==> config.mk <==
export PLATFORM = sky130hd
export DESIGN_NAME = sdic_ctrl
export DESIGN_NICKNAME = d
export VERILOG_FILES = /design/src/rtl/sdic_ctrl.v
export VERILOG_INCLUDE_DIRS = /design/src /design/src/rtl
export SDC_FILE = /design/constraint.sdc
export NUM_CORES = 1
export LEC_CHECK = 0
export ABC_AREA = 1
export BUFFER_PORTS_ARGS = -buffer_cell sky130_fd_sc_hd__buf_2
export CAP_MARGIN = 20
export CORE_UTILIZATION = 41
export CTS_CLUSTER_SIZE = 28
export DETAILED_ROUTE_END_ITERATION = 8
export GPL_TIMING_DRIVEN = 0
export SYNTH_ARGS = -nofsm -noshare
export SYNTH_HDL_FRONTEND = slang
export SYNTH_SLANG_ARGS = --single-unit
==> constraint.sdc <==
create_clock -name clk -period 3.2 [get_ports clk]
set_clock_uncertainty 0.2 [all_clocks]
set_input_delay 0.32 -clock clk [delete_from_list [all_inputs] [get_ports clk]]
set_output_delay 0.32 -clock clk [all_outputs]
set_load 0.005 [all_outputs]
==> src/rtl/sdic_regs.vh <==
// Constants for the bank state and clock-enable control logic
`ifndef SDIC_REGS_VH
`define SDIC_REGS_VH

// Command codes on {row strobe, column strobe, write enable}
`define SDIC_CMD_LMR  3'h0
`define SDIC_CMD_REF  3'h1
`define SDIC_CMD_PRE  3'h2
`define SDIC_CMD_ACT  3'h3
`define SDIC_CMD_WR   3'h4
`define SDIC_CMD_RD   3'h5
`define SDIC_CMD_BST  3'h6
`define SDIC_CMD_NOP  3'h7

// Per-bank states
`define SDIC_B_IDLE   4'h0
`define SDIC_B_ACTG   4'h1
`define SDIC_B_ACT    4'h2
`define SDIC_B_RD     4'h3
`define SDIC_B_WR     4'h4
`define SDIC_B_RDA    4'h5
`define SDIC_B_WRA    4'h6
`define SDIC_B_PRE    4'h7
`define SDIC_B_WREC   4'h8

// Power modes
`define SDIC_P_NORM   3'h0
`define SDIC_P_PDN    3'h1
`define SDIC_P_SREF   3'h2
`define SDIC_P_SRX    3'h3
`define SDIC_P_SUSP   3'h4

// Field positions in the address bus
`define SDIC_AP_BIT   10
`define SDIC_CL_HI    5
`define SDIC_CL_LO    4
`define SDIC_BL_HI    2
`define SDIC_BL_LO    0

// Mode reset values
`define SDIC_CL_RST   2'h2
`define SDIC_BL_RST   3'h3

// Timing in ns and clock period in ns
`define SDIC_CLK_NS   50
`define SDIC_T_RCD_NS 20
`define SDIC_T_RP_NS  20
`define SDIC_T_WR_NS  15
`define SDIC_T_RFC_NS 66
`define SDIC_T_MRD_NS 100
`define SDIC_T_XSR_NS 67
`define SDIC_CYC(t) (((t) + `SDIC_CLK_NS - 1) / `SDIC_CLK_NS)

`endif

==> src/rtl/sdic_ctrl.v <==
// Bank state, burst interruption and clock-enable control logic
`include "sdic_regs.vh"

module sdic_ctrl (
    // Clock and reset
    input  wire        clk,
    input  wire        arst_n,
    // Command pins
    input  wire        cke,
    input  wire        cs_n,
    input  wire        ras_n,
    input  wire        cas_n,
    input  wire        we_n,
    input  wire [1:0]  ba,
    input  wire [10:0] addr,
    // Write data
    input  wire        dqm,
    input  wire [15:0] wr_data,
    // Read data stream
    output wire [15:0] rd_data,
    output wire        rd_valid,
    input  wire        rd_ready,
    // Status
    output wire [15:0] bank_state,
    output wire        all_idle,
    output wire        cmd_ready,
    output reg  [2:0]  pwr_mode,
    output reg         cmd_err
);

    localparam integer N_RCD = `SDIC_CYC(`SDIC_T_RCD_NS);
    localparam integer N_RP  = `SDIC_CYC(`SDIC_T_RP_NS);
    localparam integer N_WR  = `SDIC_CYC(`SDIC_T_WR_NS);
    localparam integer N_RFC = `SDIC_CYC(`SDIC_T_RFC_NS);
    localparam integer N_MRD = `SDIC_CYC(`SDIC_T_MRD_NS);
    localparam integer N_XSR = `SDIC_CYC(`SDIC_T_XSR_NS);
    localparam [3:0]   C_RCD = N_RCD[3:0];
    localparam [3:0]   C_RP  = N_RP[3:0];
    localparam [3:0]   C_WR  = N_WR[3:0];
    localparam [3:0]   C_RFC = N_RFC[3:0];
    localparam [3:0]   C_MRD = N_MRD[3:0];
    localparam [3:0]   C_XSR = N_XSR[3:0];

    // Words remaining after the first one, per burst length code
    function [2:0] bl_rest;
        input [2:0] code;
        begin
            case (code)
                3'h0:    bl_rest = 3'h0;
                3'h1:    bl_rest = 3'h1;
                3'h2:    bl_rest = 3'h3;
                default: bl_rest = 3'h7;
            endcase
        end
    endfunction

    // Next column, wrapping inside the burst block
    function [2:0] next_col;
        input [2:0] col;
        input [2:0] code;
        begin
            case (code)
                3'h0:    next_col = col;
                3'h1:    next_col = {col[2:1], ~col[0]};
                3'h2:    next_col = {col[2], col[1:0] + 2'h1};
                default: next_col = col + 3'h1;
            endcase
        end
    endfunction

    // Bank may be precharged from this state
    function pre_ok;
        input [3:0] st;
        begin
            pre_ok = (st == `SDIC_B_IDLE) || (st == `SDIC_B_ACT) ||
                     (st == `SDIC_B_RD) || (st == `SDIC_B_WR) ||
                     (st == `SDIC_B_PRE);
        end
    endfunction

    reg  [3:0]  bst [0:3];
    reg  [3:0]  bcnt [0:3];
    reg  [15:0] mem [0:31];
    reg  [3:0]  gcnt;
    reg  [1:0]  cl;
    reg  [2:0]  blc;
    reg         bactive;
    reg         brd;
    reg  [1:0]  bbank;
    reg  [2:0]  bcol;
    reg  [2:0]  bleft;
    reg  [3:1]  st_v;
    reg  [4:0]  st_a [1:3];
    reg  [15:0] bufd [0:1];
    reg  [1:0]  bufn;
    reg         buf_wp;
    reg         buf_rp;
    integer     i;

    wire [2:0] cmd     = {ras_n, cas_n, we_n};
    wire       gbusy   = (gcnt != 4'h0);
    wire       is_nop  = cs_n || (cmd == `SDIC_CMD_NOP);
    wire       run     = (pwr_mode == `SDIC_P_NORM) && cke;
    wire       cmd_v   = run && !is_nop;
    wire       cmd_g   = cmd_v && !gbusy;
    wire [3:0] st_ba   = bst[ba];
    wire       ap      = addr[`SDIC_AP_BIT];
    wire       rw_ok   = (st_ba == `SDIC_B_ACT) || (st_ba == `SDIC_B_RD) ||
                         (st_ba == `SDIC_B_WR);
    wire       all_pre = pre_ok(bst[0]) && pre_ok(bst[1]) &&
                         pre_ok(bst[2]) && pre_ok(bst[3]);
    wire       idle4   = (bst[0] == `SDIC_B_IDLE) && (bst[1] == `SDIC_B_IDLE) &&
                         (bst[2] == `SDIC_B_IDLE) && (bst[3] == `SDIC_B_IDLE);
    wire       is_act  = cmd_g && (cmd == `SDIC_CMD_ACT) &&
                         (st_ba == `SDIC_B_IDLE);
    wire       is_rd   = cmd_g && (cmd == `SDIC_CMD_RD) && rw_ok;
    wire       is_wr   = cmd_g && (cmd == `SDIC_CMD_WR) && rw_ok;
    wire       is_pre  = cmd_g && (cmd == `SDIC_CMD_PRE) &&
                         (ap ? all_pre : pre_ok(st_ba));
    wire       is_ref  = cmd_g && (cmd == `SDIC_CMD_REF) && idle4;
    wire       is_lmr  = cmd_g && (cmd == `SDIC_CMD_LMR) && idle4;
    wire       is_bst  = cmd_g && (cmd == `SDIC_CMD_BST) && bactive;
    wire       new_b   = is_rd || is_wr;
    wire       buf_in_rdy = (bufn != 2'h2);
    wire       adv     = run && buf_in_rdy;
    wire       kill_b  = is_bst || (is_pre && bactive &&
                         (ap || (ba == bbank)));
    wire       done_b  = bactive && (new_b || kill_b ||
                         (adv && (bleft == 3'h0)));
    wire       wgo     = new_b || (bactive && adv && !kill_b &&
                         (bleft != 3'h0));
    wire [1:0] wbank   = new_b ? ba : bbank;
    wire [2:0] wcol    = new_b ? addr[2:0] : bcol;
    wire       wrd     = new_b ? is_rd : brd;
    wire       tap_v   = (cl == 2'h1) ? st_v[1] :
                         (cl == 2'h2) ? st_v[2] : st_v[3];
    wire [4:0] tap_a   = (cl == 2'h1) ? st_a[1] :
                         (cl == 2'h2) ? st_a[2] : st_a[3];
    wire       push    = adv && tap_v;

    assign bank_state = {bst[3], bst[2], bst[1], bst[0]};
    assign all_idle   = idle4 && !gbusy;
    assign cmd_ready  = run && !gbusy;
    assign rd_valid   = (bufn != 2'h0);
    assign rd_data    = bufd[buf_rp];

    // Power mode and clock-enable transitions
    always @(posedge clk or negedge arst_n) begin
        if (!arst_n) begin
            pwr_mode <= `SDIC_P_NORM;
        end else begin
            case (pwr_mode)
                `SDIC_P_NORM: begin
                    if (!cke) begin
                        if (is_nop && idle4 && !gbusy) begin
                            pwr_mode <= `SDIC_P_PDN;
                        end else if (!cs_n && (cmd == `SDIC_CMD_REF) &&
                                     idle4 && !gbusy) begin
                            pwr_mode <= `SDIC_P_SREF;
                        end else if (bactive) begin
                            pwr_mode <= `SDIC_P_SUSP;
                        end
                    end
                end
                `SDIC_P_PDN: begin
                    if (cke && is_nop) begin
                        pwr_mode <= `SDIC_P_NORM;
                    end
                end
                `SDIC_P_SREF: begin
                    if (cke && is_nop) begin
                        pwr_mode <= `SDIC_P_SRX;
                    end
                end
                `SDIC_P_SRX: begin
                    if (gcnt <= 4'h1) begin
                        pwr_mode <= `SDIC_P_NORM;
                    end
                end
                `SDIC_P_SUSP: begin
                    if (cke) begin
                        pwr_mode <= `SDIC_P_NORM;
                    end
                end
                default: pwr_mode <= `SDIC_P_NORM;
            endcase
        end
    end

    // Refresh, mode load and self refresh exit busy timer
    always @(posedge clk or negedge arst_n) begin
        if (!arst_n) begin
            gcnt <= 4'h0;
        end else if (is_ref) begin
            gcnt <= C_RFC;
        end else if (is_lmr) begin
            gcnt <= C_MRD;
        end else if ((pwr_mode == `SDIC_P_SREF) && cke && is_nop) begin
            gcnt <= C_XSR;
        end else if (gbusy) begin
            gcnt <= gcnt - 4'h1;
        end
    end

    // Mode register and refused-command flag
    always @(posedge clk or negedge arst_n) begin
        if (!arst_n) begin
            cl      <= `SDIC_CL_RST;
            blc     <= `SDIC_BL_RST;
            cmd_err <= 1'b0;
        end else begin
            if (is_lmr) begin
                cl  <= addr[`SDIC_CL_HI:`SDIC_CL_LO];
                blc <= addr[`SDIC_BL_HI:`SDIC_BL_LO];
            end
            cmd_err <= (cmd_v && !(is_act || new_b || is_pre ||
                        is_ref || is_lmr || is_bst)) ||
                       ((pwr_mode == `SDIC_P_SRX) && !is_nop);
        end
    end

    // Burst generator; a new burst takes over at once
    always @(posedge clk or negedge arst_n) begin
        if (!arst_n) begin
            bactive <= 1'b0;
            brd     <= 1'b0;
            bbank   <= 2'h0;
            bcol    <= 3'h0;
            bleft   <= 3'h0;
        end else if (new_b) begin
            bactive <= 1'b1;
            brd     <= is_rd;
            bbank   <= ba;
            bcol    <= next_col(addr[2:0], blc);
            bleft   <= bl_rest(blc);
        end else if (kill_b) begin
            bactive <= 1'b0;
        end else if (bactive && adv) begin
            if (bleft == 3'h0) begin
                bactive <= 1'b0;
            end else begin
                bcol  <= next_col(bcol, blc);
                bleft <= bleft - 3'h1;
            end
        end
    end

    // Write data capture; mask blocks the word
    always @(posedge clk) begin
        if (wgo && !wrd && !dqm) begin
            mem[{wbank, wcol}] <= wr_data;
        end
    end

    // Read latency pipeline, emptied by an accepted write command, held while suspended, and while stalled until a read command is accepted
    always @(posedge clk or negedge arst_n) begin
        if (!arst_n) begin
            st_v    <= 3'h0;
            st_a[1] <= 5'h00;
            st_a[2] <= 5'h00;
            st_a[3] <= 5'h00;
        end else if (is_wr) begin
            st_v <= 3'h0;
        end else if (adv || new_b) begin
            st_v    <= {st_v[2:1], wgo && wrd};
            st_a[1] <= {wbank, wcol};
            st_a[2] <= st_a[1];
            st_a[3] <= st_a[2];
        end
    end

    // Two-entry read data buffer
    always @(posedge clk or negedge arst_n) begin
        if (!arst_n) begin
            bufn    <= 2'h0;
            buf_wp  <= 1'b0;
            buf_rp  <= 1'b0;
            bufd[0] <= 16'h0000;
            bufd[1] <= 16'h0000;
        end else begin
            if (push) begin
                bufd[buf_wp] <= mem[tap_a];
                buf_wp       <= ~buf_wp;
            end
            if (rd_valid && rd_ready) begin
                buf_rp <= ~buf_rp;
            end
            bufn <= bufn + {1'b0, push} -
                    {1'b0, rd_valid && rd_ready};
        end
    end

    // Per-bank state machines
    always @(posedge clk or negedge arst_n) begin
        if (!arst_n) begin
            for (i = 0; i < 4; i = i + 1) begin
                bst[i]  <= `SDIC_B_IDLE;
                bcnt[i] <= 4'h0;
            end
        end else begin
            for (i = 0; i < 4; i = i + 1) begin
                if (is_act && (ba == i[1:0])) begin
                    bst[i]  <= `SDIC_B_ACTG;
                    bcnt[i] <= C_RCD;
                end else if (new_b && (ba == i[1:0])) begin
                    bst[i] <= is_rd ?
                              (ap ? `SDIC_B_RDA : `SDIC_B_RD) :
                              (ap ? `SDIC_B_WRA : `SDIC_B_WR);
                end else if (is_pre && (ap || (ba == i[1:0])) &&
                             (bst[i] != `SDIC_B_IDLE) &&
                             (bst[i] != `SDIC_B_PRE)) begin
                    bst[i]  <= `SDIC_B_PRE;
                    bcnt[i] <= C_RP;
                end else if (done_b && (bbank == i[1:0])) begin
                    case (bst[i])
                        `SDIC_B_RDA: begin
                            bst[i]  <= `SDIC_B_PRE;
                            bcnt[i] <= C_RP;
                        end
                        `SDIC_B_WRA: begin
                            bst[i]  <= `SDIC_B_WREC;
                            bcnt[i] <= C_WR;
                        end
                        default: bst[i] <= `SDIC_B_ACT;
                    endcase
                end else if (bcnt[i] > 4'h1) begin
                    bcnt[i] <= bcnt[i] - 4'h1;
                end else begin
                    bcnt[i] <= 4'h0;
                    case (bst[i])
                        `SDIC_B_ACTG: bst[i] <= `SDIC_B_ACT;
                        `SDIC_B_PRE:  bst[i] <= `SDIC_B_IDLE;
                        `SDIC_B_WREC: begin
                            bst[i]  <= `SDIC_B_PRE;
                            bcnt[i] <= C_RP;
                        end
                        default: bst[i] <= bst[i];
                    endcase
                end
            end
        end
    end

endmodule // sdic_ctrl

==> impl_metrics.yaml <==
outcome:
  status: "complete, no violations"
floorplan:
  io_pins: 77
  die_area_um2: 67600
  die_h_um: 260
  chipWidth_um: 260
  start_util_pct: 41.4
  rows: 94
  core_um2: 65900
cts:
  clk_latency_ps: 610
  cts_tree: "yes"
  htree_levels: 3
  root_buffer: "clkbuf_16"
  cts.reportedPaths.clkPinSlew_ps: 60
  clock_sinks: 621
  cts_buffer_depth: 3
  cts_made_buffers: 67
timing:
  worst_pin_slew_ps: 956
  slew-limit-headroom_pct: 35.8
  setup-tns-final_ps: 0
  setup_viol: 0
  max_freq_ghz: 0.319
  period_needed_ps: 3140
  report.final.slew_viol_count: 0
  hold_viol: 0
  period_share_pct: 98.1
worst_setup_path:
  r2r_start: "bank_state[7]"
  reg2reg_slack_ps: 60
  worstPathArrival_ps: 3260
  endpoint_kind: "flop"
  reg2regPathDepth: 15
  r2r_end: "mem[20][10]"
  path_max_fanout: 16
  critical_path_class: "flop to flop"
  required_ps: 3320
  critPathLaunchType: "flop"
synth:
  syn_area_per_cell_um2: 11.2
  synth_top_area_share_pct: 56.3
  synth_cell_type_count: 55
  syn-instance-count: 2428
  netlist_area_um2: 27300
  synth_edf_count: 512
  yosysTopAreaCell: "edfxtp_1"
  synth_nets: 2483
  ys_seq_elements: 621
  yosysSeqAreaShare_pct: 66.3
  ys_async_sr_fraction_pct: 17.6
  yosys_warnings: 0
  synth_area_leaders: "edfxtp_1, dfrtp_1, nand2_1, nor2_1, nand3_1"
  synth_top_flop_cell: "edfxtp_1"
detailed_routing:
  drc: 0
  ant_nets: 0
  drt_iter0_markers: 2028
  routed_wl_mm: 83.7
  wl_per_cell_um: 23.5
  num_vias: 20400
  drt-vias-per-instance: 5.70
  dr.pass1.iters: 5
layout:
  most-common-layout-cells: "edfxtp_1, nand2_1, nor2_1"
  final_nets: 2709
  antenna_cells: 0
  mostFrequentLayoutCell: "edfxtp_1"
  final_area_um2: 33100
  area_delta_synth_final_pct: 21.4
  drive_above_1_share_pct: 19.9
  nFillCells: 5631
global_route:
  grt_usage_pct: 24.4
  grt_max_degree: 73
  antenna_found_initial: 0
  grt_pass1_wl_mm: 123
  first_global_vias: 19500
  overflow: 0
worst_hold_path:
  hold_path_depth: 4
  worstHoldStart: "cas_n"
  hold_path_end: "cl[1]"
  hold_class: "input pin to flop"
job:
  maxCapViolations: 0
placement:
  dpl.hpwl_mm: 55.3
  port-buffer-count: 68
  gp_congestion: 0.934
  placed_area_um2: 29000
power_and_ir_drop:
  ir_drop_v: 0.000367
  power_density_nw_per_um2: 806
  power_leakage_uw: 0.0125
==> cell type report <==
| class | count | area (um^2) | share of cell area (%) |
|---|---|---|---|
| sequential | 621 | 18100 | 54.7 |
| multi-input combinational | 1540 | 8950 | 27.0 |
| clock buffer | 82 | 1800 | 5.42 |
| timing repair buffer | 158 | 1530 | 4.62 |
| tap | 864 | 1080 | 3.26 |
| buffer | 125 | 722 | 2.18 |
| inverter | 141 | 537 | 1.62 |
| clock inverter | 37 | 405 | 1.22 |
==> sequential cells by signal, indices dropped and copies added, names as in the netlist, 2 cells and up <==
register,cells
mem,512
gcnt,4
bcnt,16
pwr_mode,3
blc,3
st_a,15
bbank,2
bcol,3
bufd,32
st_v,3
bleft,3
bufn,2
cl,2
bank_state,16
==> stage by stage <==
stage          power, uW  util [%]  std cells  setup WS (ps)  hold WS (ps)
4_1_cts            26300      49.2       3535          -3.91          26.7
6_report           26700      50.3       3568           61.5          52.1
3_5_place_dp       18000      44.0       3372          -1170           163
3_3_place_gp       17800      43.6       3360          -1430           264
2_1_floorplan      14600         -       2428           -179          -176
5_1_grt            27800      50.3       3568          -64.1          77.7
==> worst max-delay path by stage <==
stage                         from          end  slack (ps)  depth (start not counted)
floorplan                  gcnt[0]   mem[12][0]        -180                         13
global placement           gcnt[0]    mem[2][6]       -1430                         11
detailed placement         gcnt[0]   mem[19][7]       -1170                         11
CTS                          cl[0]     bufd[20]          -4                         12
global route        bank_state[11]  mem[22][13]         -60                         15
finish               bank_state[7]  mem[20][10]          60                         15
==> synthesized netlist by cell type, drive strengths merged, types with 41 or more instances <==
library cell	n
a21oi	41
buf	72
clkbuf	52
dfrtp	106
edfxtp	512
inv	139
nand2	393
nand3	191
nor2	376
o21ai	174
o21bai	112
o311ai	112
==> critical path, stage by stage, from the launching register on <==
cell and delay, ps:
dfrtp_2 480, nand3_1 110, nand2_1 80, nor2_4 110
nand2_2 100, o21ai_4 230, buf_4 150, nand3_1 150
nand2_4 170, nand2_1 80, o21ai_2 150, inv_1 140
nor2_4 210, nand2_4 140, nor2_4 160, buf_12 170
==> layer usage <==
| layer | GRT usage [%] | wire length [um] |
|---|---|---|
| met3 | 3.57 | 6080 |
| met4 | 8.04 | 2270 |
| met2 | 38.6 | 39100 |
| met5 | 0 | 0 |
| met1 | 34.6 | 36300 |
==> logic make-up (layout without fill, tap and decap cells) <==
family,count (synthesis),count (layout),share of synthesized area [%]
and+or+nand+nor,1013,1013,15.9
DFF,621,621,66.3
AOI/OAI and AO/OA,497,497,12.4
buffers and inverters,267,543,4.18
adders and majority gates,17,17,0.779
xor gates and xnor gates,13,13,0.417
==> where the power goes <==
group | switching, uW | total [uW] | internal, uW
clock network | 3250 | 7900 | 4650
logic | 6270 | 9050 | 2780
registers | 456 | 9760 | 9300
total | 9970 | 26700 | 16700
==> repair_timing <==
action / CTS / global route
gates cloned: 0 / 2
setup endpoints to repair: 544 / 540
gates resized for setup: 182 / 138
setup buffers: 35 / 31
pin swaps: 42 / 30
hold buffers: 10 / 0
endpoints found under the hold margin: 47 / 0
No activity file was read; power rests on OpenSTA's default activity.
